==> src/hw/clk_pm_pkg.sv <==
// Shared constants and types of the system clock and power manager
package clk_pm_pkg;

  // ---------------------------------------------------------------
  // Clock sources
  // ---------------------------------------------------------------
  typedef enum logic [2:0] {
    SRC_RING = 3'h0,
    SRC_HF_XTAL = 3'h1,
    SRC_HF_EXT = 3'h2,
    SRC_LF_XTAL = 3'h3,
    SRC_LF_EXT = 3'h4
  } clk_src_type;

  typedef enum logic [1:0] {
    ST_RUN = 2'h0,
    ST_STOP = 2'h1,
    ST_WARM = 2'h2
  } pm_state_type;

  // ---------------------------------------------------------------
  // Register map, byte addresses
  // ---------------------------------------------------------------
  localparam logic [7:0] CTRL_OFS = 8'h00;
  localparam logic [7:0] STOP_OFS = 8'h04;
  localparam logic [7:0] STATUS_OFS = 8'h08;

  // Control register fields
  localparam int CTRL_SRC_LSB = 0;
  localparam int CTRL_CD_LSB = 3;
  localparam int CTRL_PME_BIT = 5;
  localparam int CTRL_SWB_BIT = 6;
  localparam int CTRL_FAST_WAKE_BIT = 7;
  localparam logic [7:0] CTRL_RESET = 8'h00;

  // Stop register fields
  localparam int STOP_REQ_BIT = 0;

  // Status register fields
  localparam int STAT_SRC_LSB = 0;
  localparam int STAT_READY_BIT = 3;
  localparam int STAT_STOP_BIT = 4;
  localparam int STAT_DIV256_BIT = 5;
  localparam int STAT_SLOW_BIT = 6;
  localparam int STAT_WARM_BIT = 7;

  // ---------------------------------------------------------------
  // Divide ratios and counts
  // ---------------------------------------------------------------
  localparam logic [1:0] CD_DIV256 = 2'h0;
  localparam logic [1:0] CD_SLOW = 2'h3;
  localparam int RATIO_W = 9;
  localparam logic [8:0] RATIO_DIV256 = 9'h100;
  localparam logic [8:0] RATIO_ONE = 9'h001;
  localparam int WARMUP_OSC = 65536;

endpackage : clk_pm_pkg

==> src/hw/osc_warmup.sv <==
// Crystal warmup counter: counts oscillations after each restart
module osc_warmup
  import clk_pm_pkg::*;
#(
  parameter int WARM_COUNT = WARMUP_OSC
) (
  input wire logic clk_i,
  input wire logic rst_i,
  input wire logic restart_i,
  input wire logic osc_tick_i,
  output logic ready_o
);

  localparam int CW = $clog2(WARM_COUNT + 1);
  localparam logic [CW-1:0] LAST = CW'(WARM_COUNT - 1);

  if (WARM_COUNT < 1) begin : g_bad_count
    $error("osc_warmup: WARM_COUNT must be at least 1");
  end

  typedef struct packed {
    logic [CW-1:0] cnt;
    logic ready;
  } warm_state_type;

  warm_state_type s_r;
  warm_state_type s_nxt;

  always_comb begin
    s_nxt = s_r;
    if (restart_i) begin
      s_nxt.cnt = '0;
      s_nxt.ready = 1'b0;
    end else if (osc_tick_i && !s_r.ready) begin
      s_nxt.cnt = s_r.cnt + CW'(1);
      s_nxt.ready = (s_r.cnt == LAST);
    end
  end

  always_ff @(posedge clk_i) begin
    if (rst_i) begin
      s_r <= '0;
    end else begin
      s_r <= s_nxt;
    end
  end

  assign ready_o = s_r.ready;

endmodule : osc_warmup

==> src/hw/tick_divider.sv <==
// Oscillator tick divider; ratio is taken only at a system tick boundary
module tick_divider
  import clk_pm_pkg::*;
#(
  parameter int W = RATIO_W
) (
  input wire logic clk_i,
  input wire logic rst_i,
  input wire logic osc_tick_i,
  input wire logic [W-1:0] ratio_i,
  output logic boundary_o,
  output logic sys_tick_o
);

  if (W < 9) begin : g_bad_width
    $error("tick_divider: W must hold a ratio of 256");
  end

  typedef struct packed {
    logic [W-1:0] cnt;
    logic [W-1:0] ratio;
    logic tick;
  } div_state_type;

  div_state_type s_r;
  div_state_type s_nxt;

  // Last oscillator tick of the current system cycle
  assign boundary_o = osc_tick_i && (s_r.cnt + W'(1) >= s_r.ratio);

  always_comb begin
    s_nxt = s_r;
    s_nxt.tick = 1'b0;
    if (boundary_o) begin
      // New ratio only here, so no system cycle is ever cut short
      s_nxt.cnt = '0;
      s_nxt.ratio = (ratio_i == '0) ? W'(1) : ratio_i;
      s_nxt.tick = 1'b1;
    end else if (osc_tick_i) begin
      s_nxt.cnt = s_r.cnt + W'(1);
    end
  end

  always_ff @(posedge clk_i) begin
    if (rst_i) begin
      s_r <= '{cnt: '0, ratio: W'(1), tick: 1'b0};
    end else begin
      s_r <= s_nxt;
    end
  end

  assign sys_tick_o = s_r.tick;

endmodule : tick_divider

==> src/hw/sys_clock_pm.sv <==
// System clock source selection, divider and power-mode manager
//
// Notes on behaviour
// - System clock comes from ring, HF crystal, HF external, 32k crystal or 32k external.
// - Every crystal restart, including after stop, counts 65536 oscillations before use.
// - During warmup the ring oscillator clocks the system; crystal taken once ready.
// - Software divider gives a system cycle of 1, 2, 4 or 8 oscillator cycles.
// - Divide-by-256 mode when power-management enable is 1 and divide field is 00b.
// - In divide-by-256 mode each system cycle lasts 256 oscillator cycles.
// - Slow mode when enable is 1 and divide field is 11b; uses 32kHz oscillator.
// - Writing 1 to the stop-request bit enters stop mode.
// - With switchback on, an enabled interrupt leaves either power mode for faster clock.
// - In stop the external oscillator and system clock halt; processing stops.
// - Stop ends on external interrupt, reset pin assertion or time-of-day alarm.
// - On stop exit, option selects waiting for warmup or running from ring at once.
// - After power-on reset the ring oscillator is the system clock source.
// - During reset both HF and ring oscillators keep running while code is held.
//
// Chosen here: register access over Wishbone and the address map.
module sys_clock_pm
  import clk_pm_pkg::*;
#(
  parameter int WARM_COUNT = WARMUP_OSC
) (
  input wire logic clk_i,
  input wire logic rst_i,
  // Wishbone classic slave
  input wire logic wb_cyc_i,
  input wire logic wb_stb_i,
  input wire logic wb_we_i,
  input wire logic [7:0] wb_adr_i,
  input wire logic [3:0] wb_sel_i,
  input wire logic [31:0] wb_dat_i,
  output logic [31:0] wb_dat_o,
  output logic wb_ack_o,
  // Oscillator ticks, one cycle pulse per oscillation
  input wire logic ring_tick_i,
  input wire logic hf_xtal_tick_i,
  input wire logic hf_ext_tick_i,
  input wire logic lf_xtal_tick_i,
  input wire logic lf_ext_tick_i,
  // Wake and switchback sources
  input wire logic ext_int_wake_i,
  input wire logic ext_reset_n_i,
  input wire logic rtc_alarm_i,
  input wire logic irq_pending_i,
  // Oscillator control and system clock
  output logic ring_osc_en_o,
  output logic hf_osc_en_o,
  output logic sys_tick_o,
  output logic core_hold_o,
  output logic stopped_o
);

  // ---------------------------------------------------------------
  // Parameter checks
  // ---------------------------------------------------------------
  // A zero count would call the crystal ready before it has settled
  if (WARM_COUNT < 1) begin : g_bad_warm_count
    $error("sys_clock_pm: WARM_COUNT must be at least 1");
  end
  // The divider must hold the divide-by-256 ratio
  if (RATIO_W < 9) begin : g_bad_ratio_width
    $error("sys_clock_pm: RATIO_W too narrow for divide-by-256");
  end

  // ---------------------------------------------------------------
  // State
  // ---------------------------------------------------------------
  typedef struct packed {
    logic [2:0] src_sel;
    logic [1:0] clock_divide_select;
    logic power_mgmt_enable;
    logic switchback_en;
    logic fast_wake;
    pm_state_type pm;
    clk_src_type active_src;
    logic hold;
    logic ack;
    logic [7:0] rdata;
  } pm_regs_type;

  pm_regs_type s_r;
  pm_regs_type s_nxt;

  logic xtal_ready;
  logic div_boundary;
  logic div_tick;
  logic src_tick;
  logic [RATIO_W-1:0] ratio;
  logic div256_power_mode;
  logic slow_osc_power_mode;
  logic wake_event;
  logic bus_req;
  logic bus_wr;
  logic [2:0] status_src;
  clk_src_type want_src;
  clk_src_type sel_src;
  logic ctrl_wr;
  logic stop_wr;
  logic rd_req;
  logic power_mode;
  logic switchback_hit;
  logic wait_for_xtal;
  logic [7:0] ctrl_rd;
  logic [7:0] stop_rd;
  logic [7:0] status_rd;

  // ---------------------------------------------------------------
  // Power modes
  // ---------------------------------------------------------------
  // Mode changes reach the divider only at the next system cycle boundary
  assign div256_power_mode = s_r.power_mgmt_enable
                             && (s_r.clock_divide_select == CD_DIV256);
  assign slow_osc_power_mode = s_r.power_mgmt_enable
                               && (s_r.clock_divide_select == CD_SLOW);

  // Any of the three stop exit events
  assign wake_event = ext_int_wake_i || !ext_reset_n_i || rtc_alarm_i;

  // ---------------------------------------------------------------
  // Source choice
  // ---------------------------------------------------------------
  always_comb begin
    // Codes above the last source fall back to the ring oscillator
    case (s_r.src_sel)
      3'h1: sel_src = SRC_HF_XTAL;
      3'h2: sel_src = SRC_HF_EXT;
      3'h3: sel_src = SRC_LF_XTAL;
      3'h4: sel_src = SRC_LF_EXT;
      default: sel_src = SRC_RING;
    endcase
  end

  always_comb begin
    want_src = sel_src;
    if (slow_osc_power_mode) begin
      // Slow mode always runs from the 32kHz side
      want_src = (sel_src == SRC_LF_EXT) ? SRC_LF_EXT : SRC_LF_XTAL;
    end else if (sel_src == SRC_HF_XTAL && !xtal_ready) begin
      // Crystal not settled yet: borrow the ring oscillator
      want_src = SRC_RING;
    end
  end

  always_comb begin
    case (s_r.active_src)
      SRC_RING: src_tick = ring_tick_i;
      SRC_HF_XTAL: src_tick = hf_xtal_tick_i;
      SRC_HF_EXT: src_tick = hf_ext_tick_i;
      SRC_LF_XTAL: src_tick = lf_xtal_tick_i;
      SRC_LF_EXT: src_tick = lf_ext_tick_i;
      default: src_tick = ring_tick_i;
    endcase
  end

  // ---------------------------------------------------------------
  // Divide ratio
  // ---------------------------------------------------------------
  always_comb begin
    if (div256_power_mode) begin
      ratio = RATIO_DIV256;
    end else if (slow_osc_power_mode) begin
      // Slow mode runs the 32kHz source undivided
      ratio = RATIO_ONE;
    end else begin
      ratio = RATIO_ONE << s_r.clock_divide_select;
    end
  end

  // ---------------------------------------------------------------
  // Crystal warmup and divider
  // ---------------------------------------------------------------
  // Counter restarts whenever the crystal is halted, so every restart counts again
  osc_warmup #(
    .WARM_COUNT(WARM_COUNT)
  ) u_warmup (
    .clk_i(clk_i),
    .rst_i(rst_i),
    .restart_i(s_r.pm == ST_STOP),
    .osc_tick_i(hf_xtal_tick_i),
    .ready_o(xtal_ready)
  );

  // No ticks reach the divider while stopped
  tick_divider #(
    .W(RATIO_W)
  ) u_divider (
    .clk_i(clk_i),
    .rst_i(rst_i),
    .osc_tick_i(src_tick && (s_r.pm != ST_STOP)),
    .ratio_i(ratio),
    .boundary_o(div_boundary),
    .sys_tick_o(div_tick)
  );

  // ---------------------------------------------------------------
  // Bus decode
  // ---------------------------------------------------------------
  assign bus_req = wb_cyc_i && wb_stb_i && !s_r.ack;
  assign bus_wr = bus_req && wb_we_i && wb_sel_i[0];
  assign status_src = s_r.active_src;
  assign ctrl_wr = bus_wr && (wb_adr_i == CTRL_OFS);
  assign stop_wr = bus_wr && (wb_adr_i == STOP_OFS) && wb_dat_i[STOP_REQ_BIT];
  assign rd_req = bus_req && !wb_we_i;

  // ---------------------------------------------------------------
  // Read views
  // ---------------------------------------------------------------
  assign ctrl_rd = {s_r.fast_wake,
                    s_r.switchback_en,
                    s_r.power_mgmt_enable,
                    s_r.clock_divide_select,
                    s_r.src_sel};
  assign stop_rd = {7'h00, s_r.pm == ST_STOP};
  // Status shows the source in use, which follows the selection at a boundary and is forced to the ring oscillator while stopped
  assign status_rd = {s_r.pm == ST_WARM,
                      slow_osc_power_mode,
                      div256_power_mode,
                      s_r.pm == ST_STOP,
                      xtal_ready,
                      status_src};

  // ---------------------------------------------------------------
  // Mode exits
  // ---------------------------------------------------------------
  assign power_mode = div256_power_mode || slow_osc_power_mode;
  // With switchback on, a pending interrupt in a power mode clears the enable, returning to the divide field ratio
  assign switchback_hit = s_r.switchback_en && irq_pending_i && power_mode;
  // Wake waits for the crystal only when it is the chosen clock
  assign wait_for_xtal = !s_r.fast_wake && (sel_src == SRC_HF_XTAL)
                         && !slow_osc_power_mode;

  // ---------------------------------------------------------------
  // Next state
  // ---------------------------------------------------------------
  always_comb begin
    s_nxt = s_r;
    // One-cycle ack; a strobe held high is answered every second cycle
    s_nxt.ack = bus_req;
    s_nxt.hold = (s_r.pm != ST_RUN);

    // Register writes
    if (ctrl_wr) begin
      s_nxt.src_sel = wb_dat_i[CTRL_SRC_LSB +: 3];
      s_nxt.clock_divide_select = wb_dat_i[CTRL_CD_LSB +: 2];
      s_nxt.power_mgmt_enable = wb_dat_i[CTRL_PME_BIT];
      s_nxt.switchback_en = wb_dat_i[CTRL_SWB_BIT];
      s_nxt.fast_wake = wb_dat_i[CTRL_FAST_WAKE_BIT];
    end

    // Switchback; hardware clear wins over a write in the same cycle
    if (switchback_hit) begin
      s_nxt.power_mgmt_enable = 1'b0;
    end

    // Register reads
    s_nxt.rdata = 8'h00;
    if (rd_req) begin
      case (wb_adr_i)
        CTRL_OFS: begin
          s_nxt.rdata = ctrl_rd;
        end
        STOP_OFS: begin
          s_nxt.rdata = stop_rd;
        end
        STATUS_OFS: begin
          s_nxt.rdata = status_rd;
        end
        default: begin
          s_nxt.rdata = 8'h00;
        end
      endcase
    end

    // Power state machine
    case (s_r.pm)
      ST_RUN: begin
        if (stop_wr) begin
          s_nxt.pm = ST_STOP;
        end
      end
      ST_STOP: begin
        if (wake_event) begin
          if (wait_for_xtal) begin
            s_nxt.pm = ST_WARM;
          end else begin
            s_nxt.pm = ST_RUN;
          end
        end
      end
      ST_WARM: begin
        if (xtal_ready) begin
          s_nxt.pm = ST_RUN;
        end
      end
      default: begin
        s_nxt.pm = ST_RUN;
      end
    endcase

    // Source switches only between system cycles
    if (div_boundary) begin
      s_nxt.active_src = want_src;
    end
    // While halted nothing ticks; fall back to the ring oscillator directly
    if (s_r.pm == ST_STOP) begin
      s_nxt.active_src = SRC_RING;
    end
  end

  // ---------------------------------------------------------------
  // State register
  // ---------------------------------------------------------------
  always_ff @(posedge clk_i) begin
    if (rst_i) begin
      s_r <= '{src_sel: CTRL_RESET[CTRL_SRC_LSB +: 3],
               clock_divide_select: CTRL_RESET[CTRL_CD_LSB +: 2],
               power_mgmt_enable: CTRL_RESET[CTRL_PME_BIT],
               switchback_en: CTRL_RESET[CTRL_SWB_BIT],
               fast_wake: CTRL_RESET[CTRL_FAST_WAKE_BIT],
               pm: ST_RUN,
               active_src: SRC_RING,
               hold: 1'b1,
               ack: 1'b0,
               rdata: 8'h00};
    end else begin
      s_r <= s_nxt;
    end
  end

  // ---------------------------------------------------------------
  // Outputs
  // ---------------------------------------------------------------
  // Both oscillators stay on through reset; only stop turns them off
  assign hf_osc_en_o = (s_r.pm != ST_STOP);
  assign ring_osc_en_o = (s_r.pm != ST_STOP);
  // Warm wait keeps the core held but lets the count go on
  assign sys_tick_o = div_tick && (s_r.pm == ST_RUN);
  assign core_hold_o = s_r.hold;
  assign stopped_o = (s_r.pm == ST_STOP);
  // Ack and read data leave straight from flops
  assign wb_ack_o = s_r.ack;
  assign wb_dat_o = {24'h00_0000, s_r.rdata};

endmodule : sys_clock_pm

==> config.mk <==
export PLATFORM = sky130hd
export DESIGN_NAME = sys_clock_pm
export DESIGN_NICKNAME = d
export VERILOG_FILES = /design/src/hw/clk_pm_pkg.sv /design/src/hw/osc_warmup.sv /design/src/hw/tick_divider.sv /design/src/hw/sys_clock_pm.sv
export SDC_FILE = /design/constraint.sdc
export NUM_CORES = 1
export LEC_CHECK = 0
export BUFFER_PORTS_ARGS = -buffer_cell sky130_fd_sc_hd__buf_2
export CORE_UTILIZATION = 55
export DETAILED_ROUTE_END_ITERATION = 7
export PLACE_DENSITY = 0.91
export SETUP_SLACK_MARGIN = 0.1
export SLEW_MARGIN = 20
export SYNTH_ARGS = -nofsm -noshare
export SYNTH_HDL_FRONTEND = slang
export SYNTH_HIERARCHICAL = 1
export SYNTH_SLANG_ARGS = --single-unit
==> constraint.sdc <==
create_clock -name clk_i -period 6.9 [get_ports clk_i]
set_input_delay 0.345 -clock clk_i [delete_from_list [all_inputs] [get_ports clk_i]]
set_output_delay 0.345 -clock clk_i [all_outputs]
set_load 0.01 [all_outputs]
==> results of run 1 <==
area by class of cell:
class                           count  area, um^2
Clock buffer                       12         135
Clock inverter                      2        37.5
Fill cell                         434        2070
Inverter                           13        48.8
Multi-Input combinational cell    282        1830
Sequential cell                    60        1200
Tap cell                           72        90.1
Timing Repair Buffer               45         228
power by group through the flow:
stage / combinational, mW / clock (mW) / sequential [mW]
6_report: 0.225 / 0.291 / 0.378
5_1_grt: 0.249 / 0.310 / 0.380
4_1_cts: 0.221 / 0.295 / 0.377
3_5_place_dp: 0.220 / 0 / 0.384
3_3_place_gp: 0.210 / 0 / 0.383
2_1_floorplan: 0.190 / 0 / 0.381
critical path: cells and delay by family, from the launching register on:
kind | cells | cell delay, ps
and+or+nand+nor | 6 | 1420
AOI/OAI and AO/OA | 2 | 720
DFF | 1 | 480
adders and majority gates | 1 | 380
xor gates and xnor gates | 1 | 200
logic make-up (layout without fill, tap and decap cells):
family                     after synthesis  in the layout  share of synthesized area
adders and majority gates               12             12                     0.0456
xor gates and xnor gates                17             17                     0.0452
AOI/OAI and AO/OA                       62             62                      0.124
muxes                                   17             17                     0.0554
DFF                                     60             60                      0.364
buffers and inverters                   63             72                      0.118
other                                    1             32                    0.00114
and+or+nand+nor                        142            142                      0.246
registers in the layout, indices dropped and copies added (netlist names):
| signal | cells |
|---|---|
| wb_dat_o | 8 |
| status_src | 3 |
| u_divider/sys_tick_o | 1 |
| s_r | 2 |
| u_divider/s_r | 18 |
| u_warmup/s_r | 17 |
| u_warmup/ready_o | 1 |
| wb_ack_o | 1 |
| ctrl_rd | 8 |
| core_hold_o | 1 |
worst paths after layout:
kind | cells past startpoint | endpoint | startpoint | slack (ps)
worst max register to register | 10 | status_src[0]$_SDFFE_PP0P_ | u_divider/s_r[12]$_SDFFE_PP0P_ | 3610
worst min register to register | 2 | u_warmup/s_r[14]$_SDFFE_PP0P_ | u_warmup/s_r[14]$_SDFFE_PP0P_ | 480
worst min-delay path | 2 | wb_dat_o[0]$_SDFF_PP0_ | wb_we_i | 200
worst max-delay path | 10 | status_src[0]$_SDFFE_PP0P_ | u_divider/s_r[12]$_SDFFE_PP0P_ | 3610
placed cells by master, fill, tap and decap left out, types with 3 or more instances in the layout:
master / n
nand3_1: 25
xor2_1: 11
nor3_1: 4
inv_1: 13
conb_1: 32
nor4_1: 3
clkbuf_1: 3
buf_2: 44
a31oi_1: 3
and4_1: 3
nor2b_1: 6
nand2_1: 13
clkbuf_8: 9
nor2_1: 34
nand4_1: 9
a21oi_1: 28
o21ai_0: 8
mux2i_1: 16
or3_1: 5
nand2b_1: 12
xnor2_1: 6
ha_1: 12
and3_1: 3
a21o_1: 11
dfxtp_1: 60
nand3b_1: 4
per-layer routing:
metal / share of wire / wire length, um / GRT usage / up-vias
met2: 0.52 / 3580 / 0.417 / 110
li1: - / - / - / 1326
met1: 0.40 / 2730 / 0.256 / 1286
met4: 0.027 / 183 / 0.118 / 0
met5: 0 / 0 / 0 / -
met3: 0.052 / 355 / 0.0606 / 18
==> impl_metrics.csv, run 1 <==
group,metric,value,unit
clocking,post_cts_buffers,0,
power,combPwrFrac,0.251,
floorplanning,row_count,27,
clocking,insertion_delay,340,ps
worst_hold_path,hold_path_class,"input port to register",
global_routing,grt_pass1_wl,11.4,mm
yosys,synth_warnings,6,
worst_setup_path,cp-start-kind,"register",
worst_setup_path,critPathSlowestCell,"dfxtp_1",
drt,wire_per_inst,14.1,um
clocking,cts.path.max_buffers,2,
yosys,synth_area_per_cell,8.81,um^2
status,outcome,"complete, no violations",
drt,dr.pass1.iters,4,
power,swShare,0.320,
drt,routed_wl,6.85,mm
worst_setup_path,crit_required,7130,ps
drt,drcViolationCount,0,
cells_and_area,fin_cells,486,
cells_and_area,fin_util,0.633,
power,power,0.893,mW
clocking,cts_made_buffers,9,
timing,max_slew.worst_pin.slew,787,ps
yosys,yosys.cell_count.top_type,"dfxtp_1",
clocking,clkTransAtPathRegs,60,ps
timing,relSlewSlack,0.474,
yosys,ys_types,53,
power,power.leakage,1.44,nW
global_routing,grt_max_degree,38,
timing,setup_tns,0,ps
global_routing,overflow,0,
drt,routed_via_density,5.64,
job,cap_violations,0,
cells_and_area,area_growth,8.31,%
yosys,synthArstFlopShare,0,
worst_setup_path,slowest_delay,480,ps
power,clockPowerShare,0.326,
clocking,cts_tree,"built",
drt,ant_nets,0,
timing,finalCriticalPeriod,3290,ps
yosys,syn_inst,374,
worst_setup_path,path_common_cell,"nand4_1",
yosys,syn_area,3300,um^2
placed_design,dpl.hpwl,4.74,mm
cells_and_area,diodes,0,
floorplanning,die-area,6310,um^2
global_routing,grt_pass1_vias,2622,
floorplanning,start_util,0.584,
floorplanning,num_io_pins,96,
clocking,ctsHoldBuffers,0,
floorplanning,core,5640,um^2
timing,clock_skew,3.97,ps
worst_setup_path,critPathArrivalTime,3520,ps
drt,drtIter0Drc,224,
clocking,root_buffer,"clkbuf_8",
clocking,clock_sinks,60,
yosys,synth_top_area_share,0.364,
yosys,yosys-top-cells-area,"dfxtp_1 (36%), buf_4 (7.5%), mux2i_1 (4.9%), ha_1 (4.6%), a21oi_1 (4.3%)",
yosys,yosys.area.top_type,"dfxtp_1",
power,pwr-share-seq,0.423,
yosys,synth_commonest_cells,"dfxtp_1 (60), nor2_1 (34), buf_4 (33)",
timing,holdWs,198,ps
cells_and_area,drive_gt1_frac,0.167,
yosys,seq_area_frac_synth,0.364,
timing,finalWorstSetupSlack,3610,ps
timing,fin_crit_sh,0.477,
cells_and_area,fin_nets,481,
power,internal_power,0.607,mW
worst_setup_path,path_class,"register to register",
global_routing,track_usage,0.235,
worst_setup_path,crit_chain,"and4_1 > nand4_1 > xnor2_1 > ha_1 > and3_1 > nand4_1 > o211ai_4 > and2_1 > nor4b_1 > a31o_2",
cells_and_area,stdcell_area,3570,um^2
drt,vias,2740,
clocking,htree_levels,3,
yosys,ys.flop_type,"dfxtp_1",
floorplanning,die_h,79.4,um
timing,rsz0062_at_grt,"false",
power,switching_power,0.286,mW
placed_design,dp.cells,472,
yosys,synth_edf_count,0,
floorplanning,die_x,79.4,um
clocking,ctsResizeCount,0,
global_routing,grt_antenna_before_repair,0,
placed_design,routabilityCongestion,0.885,
worst_setup_path,worst-path-max-fanout,18,
placed_design,io_buffers,44,
timing,fmax,304,MHz
power,power_density,250,nW/um^2
placed_design,pre_cts_ws,3740,ps
placed_design,post_dp_cell_area,3400,um^2
worst_setup_path,cp-end-kind,"register",
yosys,ys_ff_latch,60,
timing,setup_viol,0,
timing,hold_viol,0,
timing,slew_violations,0,
power,peakVddDrop,0.201,mV
Power figures use the tool's default switching activity.
==> run 2, diff against run 1 <==
--- a/config.mk
+++ b/config.mk
@@ -5,10 +5,11 @@
 export SDC_FILE = /design/constraint.sdc
 export NUM_CORES = 1
 export LEC_CHECK = 0
+export ABC_AREA = 1
 export BUFFER_PORTS_ARGS = -buffer_cell sky130_fd_sc_hd__buf_2
-export CORE_UTILIZATION = 55
+export CORE_UTILIZATION = 48
 export DETAILED_ROUTE_END_ITERATION = 7
-export PLACE_DENSITY = 0.91
+export PLACE_DENSITY = 0.84
 export SETUP_SLACK_MARGIN = 0.1
 export SLEW_MARGIN = 20
 export SYNTH_ARGS = -nofsm -noshare
==> constraint.sdc (replaced) <==
create_clock -name clk_i -period 2.7 [get_ports clk_i]
set_input_delay 0.135 -clock clk_i [delete_from_list [all_inputs] [get_ports clk_i]]
set_output_delay 0.135 -clock clk_i [all_outputs]
set_load 0.01 [all_outputs]
==> run 2 against run 1 <==
Clock-buffer cell count fell by 1. Cell area grew 15%. Non-clock buffer count grew 6. Clock power rose to 3.1 times the previous value. Critical path type unchanged. Critical endpoint unchanged.
==> impl_metrics.csv, run 2 <==
group,metric,value,unit
status,outcome,"complete, no violations",
cells_and_area,fin_nets,655,
yosys,ys_ff_latch,60,
floorplanning,die_x,89.1,um
worst_setup_path,worst-path-max-fanout,10,
power,peakVddDrop,0.614,mV
placed_design,io_buffers,44,
worst_hold_path,min-delay-start,"wb_dat_i[5]",
clocking,cts_tree,"built",
cells_and_area,fillers,698,
power,power.leakage,1.90,nW
yosys,syn_inst,532,
power,power,2.90,mW
cells_and_area,fin_cells,689,
yosys,synthArstFlopShare,0,
cells_and_area,fin_util,0.562,
cells_and_area,largest_register_ff_count,18,
floorplanning,die_h,89.1,um
floorplanning,row_count,31,
global_routing,grt_pass1_vias,3129,
clocking,cts.path.max_buffers,2,
placed_design,routabilityCongestion,0.859,
yosys,ys_types,35,
worst_hold_path,hold_path_class,"input port to register",
worst_setup_path,r2r_end,"status_src[0]$_SDFFE_PP0P_",
yosys,seq_area_frac_synth,0.330,
clocking,htree_levels,3,
yosys,yosys.area.top_type,"dfxtp_1",
power,power_density,708,nW/um^2
drt,vias,3379,
global_routing,grt_antenna_before_repair,0,
timing,clock_skew,9.15,ps
timing,holdWs,24.8,ps
drt,drtIter0Drc,222,
worst_hold_path,whs_endpoint,"ctrl_rd[5]$_SDFFE_PP0P_",
floorplanning,start_util,0.499,
cells_and_area,largestRegisters,"u_divider/s_r (18), u_warmup/s_r (17)",
floorplanning,die-area,7940,um^2
worst_setup_path,crit_required,2910,ps
job,cap_violations,0,
timing,setup_tns,0,ps
drt,drcViolationCount,0,
cells_and_area,top_register,"u_divider/s_r",
yosys,syn_area,3640,um^2
yosys,synth_commonest_cells,"nand2_1 (109), inv_1 (74), nor2_1 (72)",
drt,routed_via_density,4.90,
cells_and_area,layout_common_cells,"nand2_1 (109), inv_1 (73), nor2_1 (72)",
timing,finalWorstSetupSlack,286,ps
placed_design,dpl.hpwl,5.64,mm
drt,dr.pass1.iters,5,
timing,hold_viol,0,
worst_setup_path,timing.rr.start,"u_divider/s_r[10]$_SDFFE_PP0P_",
timing,fin_crit_sh,0.894,
timing,max_slew.worst_pin.slew,595,ps
floorplanning,num_io_pins,96,
drt,routed_wl,7.76,mm
global_routing,grt_pass1_wl,13.2,mm
worst_hold_path,holdPathStages,3,
yosys,yosys-top-cells-area,"dfxtp_1 (33%), nand2_1 (11%), inv_1 (7.6%), nor2_1 (7.4%), buf_4 (6.8%)",
clocking,clkTransAtPathRegs,70,ps
worst_setup_path,critPathArrivalTime,2630,ps
yosys,synth_warnings,6,
clocking,clock_sinks,60,
placed_design,dp.cells,668,
floorplanning,core,7290,um^2
cells_and_area,drive_gt1_frac,0.195,
timing,slew_violations,0,
clocking,cts_made_buffers,9,
yosys,yosys.cell_count.top_type,"nand2_1",
placed_design,post_dp_cell_area,3820,um^2
global_routing,overflow,0,
drt,wire_per_inst,11.3,um
yosys,synth_top_area_share,0.330,
cells_and_area,diodes,0,
clocking,root_buffer,"clkbuf_8",
cells_and_area,stdcell_area,4100,um^2
timing,setup_viol,0,
worst_setup_path,reg2regPathDepth,17,
worst_setup_path,ff2ff_setup_slack,290,ps
yosys,synth_edf_count,0,
timing,fmax,414,MHz
worst_setup_path,path_class,"register to register",
timing,rsz0062_at_grt,"false",
worst_setup_path,cp-end-kind,"register",
global_routing,track_usage,0.214,
cells_and_area,mostFrequentLayoutCell,"nand2_1",
timing,finalCriticalPeriod,2410,ps
global_routing,grt_max_degree,19,
placed_design,pre_cts_ws,134,ps
worst_setup_path,cp-start-kind,"register",
yosys,ys.flop_type,"dfxtp_1",
clocking,insertion_delay,340,ps
yosys,synth_area_per_cell,6.85,um^2
drt,ant_nets,0,
cells_and_area,area_growth,12.4,%
timing,relSlewSlack,0.601,
[run 2: cell count changes in the layout (fill, tap and decap cells not counted), sizes merged, moves of 6 or more]
cell / previous run / this run
nor2: 34 / 90
nor2b: 6 / 0
xor2: 11 / 2
nand3: 25 / 40
a21o: 11 / 0
buf: 45 / 51
mux2i: 16 / 1
inv: 13 / 76
nand2b: 12 / 0
or3: 6 / 0
nand2: 14 / 122
o21ai: 10 / 25
[run 2: worst max path at each step]
stage / endpoint / from / cells past startpoint
2_1_floorplan: status_src[1]$_SDFFE_PP0P_ / u_divider/s_r[10]$_SDFFE_PP0P_ / 15
3_3_place_gp: status_src[0]$_SDFFE_PP0P_ / u_divider/s_r[10]$_SDFFE_PP0P_ / 14
3_5_place_dp: status_src[0]$_SDFFE_PP0P_ / u_divider/s_r[10]$_SDFFE_PP0P_ / 14
4_1_cts: status_src[0]$_SDFFE_PP0P_ / u_divider/s_r[10]$_SDFFE_PP0P_ / 17
5_1_grt: status_src[2]$_SDFFE_PP0P_ / u_divider/s_r[10]$_SDFFE_PP0P_ / 14
6_report: status_src[0]$_SDFFE_PP0P_ / u_divider/s_r[10]$_SDFFE_PP0P_ / 17
[run 2: cell type report]
| class | instances | area (um^2) | area share |
|---|---|---|---|
| clock buffers | 11 | 141 | 0.0345 |
| flip-flops and latches | 60 | 1200 | 0.294 |
| inverters | 79 | 300 | 0.0733 |
| repair buffers | 51 | 273 | 0.0666 |
| well taps | 99 | 124 | 0.0302 |
| clock inverters | 5 | 75.1 | 0.0183 |
| multi-input cells | 384 | 1980 | 0.483 |
[run 2: cell families (layout without fill, tap and decap cells)]
logic type | count (synthesis) | count (layout) | share of synthesized area
AO/OA/AOI/OAI | 58 | 58 | 0.0835
XOR/XNOR | 3 | 3 | 0.00722
adder cells (fa/ha/maj) | 12 | 12 | 0.0412
buffers and inverters | 119 | 146 | 0.162
flip-flops | 60 | 60 | 0.330
multiplexers | 1 | 1 | 0.00275
other | 1 | 32 | 0.00103
AND/OR/NAND/NOR | 278 | 278 | 0.372
[run 2: layer usage]
| layer | wire length (um) | up-vias | track usage |
|---|---|---|---|
| met5 | 0 | - | 0 |
| met4 | 68 | 0 | 0.0895 |
| li1 | - | 1728 | - |
| met3 | 377 | 7 | 0.0434 |
| met1 | 3390 | 1552 | 0.252 |
| met2 | 3930 | 92 | 0.380 |
[run 2: worst max-delay path: stages (launching register included)]
cell and delay, ps:
dfxtp_2 380, ha_1 210, nand3_2 140, nor2_4 140
inv_1 50, nand2_1 80, inv_1 50, ha_1 280
nand2_1 90, inv_1 50, nand2_1 70, nand3_2 80
nand2_2 80, nand2_4 110, nand2_8 130, clkinvlp_4 140
o21ai_1 160, a31oi_1 60
[run 2: power breakdown]
group / internal [mW] / switching, mW / total, mW / leakage (nW)
Clock: 0.541 / 0.359 / 0.899 / 0.113
Sequential: 0.957 / 0.0551 / 1.01 / 0.486
Combinational: 0.365 / 0.624 / 0.989 / 1.30
[run 2: what timing repair did]
action	in CTS	in global routing
pin swaps	0	1
setup buffers	0	5
hold buffers	0	0
setup endpoints to repair	1	12
gates resized for setup	1	5
==> run 3, diff against run 2 <==
--- a/config.mk
+++ b/config.mk
@@ -6,10 +6,10 @@
 export NUM_CORES = 1
 export LEC_CHECK = 0
 export ABC_AREA = 1
-export BUFFER_PORTS_ARGS = -buffer_cell sky130_fd_sc_hd__buf_2
-export CORE_UTILIZATION = 48
+export CORE_UTILIZATION = 55
 export DETAILED_ROUTE_END_ITERATION = 7
-export PLACE_DENSITY = 0.84
+export DONT_BUFFER_PORTS = 1
+export PLACE_DENSITY = 0.8
 export SETUP_SLACK_MARGIN = 0.1
 export SLEW_MARGIN = 20
 export SYNTH_ARGS = -nofsm -noshare
==> run 3 against run 2 <==
Register-to-register slack better by 40 ps. Critical path type unchanged. Combinational power decreased by 6.9%. Clock skew rose by 2.4 ps. Sequential power about the same. Final cell count down 8.3%. Worst setup slack better by 36 ps. Critical endpoint is now status_src[1]$_SDFFE_PP0P_. Routed wire length is 6.7% lower. Sequential share of layout area rose by 1.5 points.
==> impl_metrics.csv, run 3 (synthesis results as in run 2) <==
group,metric,value,unit
global_routing,overflow,0,
placed_design,dpl.hpwl,5.21,mm
power,pwr-share-seq,0.380,
drt,vias,3180,
timing,fmax,420,MHz
clocking,cts.path.max_buffers,2,
timing,slew_violations,0,
timing,setup_tns,0,ps
clocking,clock_sinks,60,
global_routing,grt_pass1_wl,11.8,mm
drt,drtIter0Drc,141,
worst_setup_path,cp-start-kind,"register",
power,power.leakage,1.74,nW
power,switching_power,0.984,mW
cells_and_area,drive_gt1_frac,0.128,
job,cap_violations,0,
floorplanning,core,6390,um^2
timing,setup_viol,0,
worst_hold_path,holdPathStages,4,
drt,routed_via_density,5.03,
timing,max_slew.worst_pin.slew,562,ps
placed_design,routabilityCongestion,0.868,
power,peakVddDrop,0.583,mV
clocking,insertion_delay,340,ps
cells_and_area,layout_common_cells,"nand2_1 (109), inv_1 (74), nor2_1 (72)",
floorplanning,die_x,83.4,um
floorplanning,die_h,83.4,um
placed_design,io_buffers,0,
timing,hold_viol,0,
global_routing,track_usage,0.212,
power,combPwrFrac,0.346,
worst_setup_path,worst-path-max-fanout,10,
clocking,root_buffer,"clkbuf_8",
global_routing,grt_pass1_vias,2707,
power,swShare,0.369,
worst_setup_path,crit_required,2920,ps
cells_and_area,area_growth,7.11,%
timing,clock_skew,11.6,ps
drt,routed_wl,7.25,mm
global_routing,grt_max_degree,19,
cells_and_area,diodes,0,
timing,fin_crit_sh,0.881,
status,outcome,"complete, no violations",
drt,dr.pass1.iters,4,
worst_setup_path,cp-end-kind,"register",
power,internal_power,1.68,mW
drt,drcViolationCount,0,
cells_and_area,fin_nets,621,
worst_setup_path,reg2regPathDepth,14,
floorplanning,start_util,0.570,
floorplanning,num_io_pins,96,
cells_and_area,mostFrequentLayoutCell,"nand2_1",
worst_hold_path,hold_path_class,"input port to register",
floorplanning,die-area,6950,um^2
worst_setup_path,path_class,"register to register",
clocking,cts_made_buffers,9,
floorplanning,row_count,29,
clocking,htree_levels,3,
power,power_density,683,nW/um^2
drt,wire_per_inst,11.5,um
cells_and_area,largestRegisters,"u_divider/s_r (18), u_warmup/s_r (17)",
timing,finalCriticalPeriod,2380,ps
cells_and_area,top_register,"u_divider/s_r",
global_routing,grt_antenna_before_repair,0,
power,clockPowerShare,0.275,
timing,rsz0062_at_grt,"false",
drt,ant_nets,0,
cells_and_area,largest_register_ff_count,18,
worst_setup_path,critPathArrivalTime,2600,ps
cells_and_area,fin_util,0.611,
clocking,cts_tree,"built",
cells_and_area,fillers,577,
timing,relSlewSlack,0.623,
clocking,clkTransAtPathRegs,80,ps
-- run 3: metal layers --
layer  wire [um]  global-route usage
met1        3230               0.254
met2        3480               0.348
met3         425              0.0736
met4         108              0.0799
met5           0                   0
-- run 3: path summary, 6_finish.rpt --
kind / from / slack [ps] / end
max reg2reg: u_divider/s_r[10]$_SDFFE_PP0P_ / 320 / status_src[1]$_SDFFE_PP0P_
min reg2reg: u_divider/s_r[3]$_SDFFE_PP0P_ / 460 / u_divider/s_r[3]$_SDFFE_PP0P_
max: u_divider/s_r[10]$_SDFFE_PP0P_ / 320 / status_src[1]$_SDFFE_PP0P_
min: wb_stb_i / 30 / wb_ack_o$_SDFF_PP0_
-- run 3: final cells by class --
cell class / instances / area (um^2) / share of cell area
Tap cell: 77 / 96.3 / 0.0247
Timing Repair Buffer: 17 / 153 / 0.0391
Multi-Input combinational cell: 384 / 1980 / 0.507
Inverter: 79 / 297 / 0.0760
Clock buffer: 11 / 151 / 0.0388
Sequential cell: 60 / 1200 / 0.308
Clock inverter: 4 / 25.0 / 0.00641
-- run 3: critical path, stage by stage (launching register included) --
cell and delay [ps]:
dfxtp_2 380, ha_2 210, nand3_2 110, nor2_2 150
nand3_1 90, nand2_1 100, inv_1 50, ha_1 290
a21oi_1 140, o21a_1 170, nand2_4 120, nand2_8 120
inv_1 90, o21ai_0 180, a31oi_1 60
-- run 3: timing repair --
item                       in CTS  in global routing
hold buffers                   10                  0
gates resized for setup         0                  3
setup endpoints to repair       0                 12
hold endpoints to repair       16                  0
setup buffers                   0                  5
-- run 3: power groups by stage --
stage | clock, mW | combinational (mW) | sequential [mW]
CTS | 0.747 | 0.760 | 1.01
global placement | 0 | 0.720 | 1.03
detailed placement | 0 | 0.744 | 1.03
floorplan | 0 | 0.681 | 1.02
finish | 0.732 | 0.921 | 1.01
global route | 0.789 | 1.02 | 1.02
-- run 3: stage by stage --
step	power, mW	worst slack, ps	cells	area, um^2	hold slack, ps
floorplan	1.70	447	563	3760	202
detailed placement	1.77	180	602	3570	205
global placement	1.75	285	602	3570	205
CTS	2.52	154	627	3850	2.47
finish	2.66	321	632	3900	26.5
global route	2.83	103	632	3900	13.3
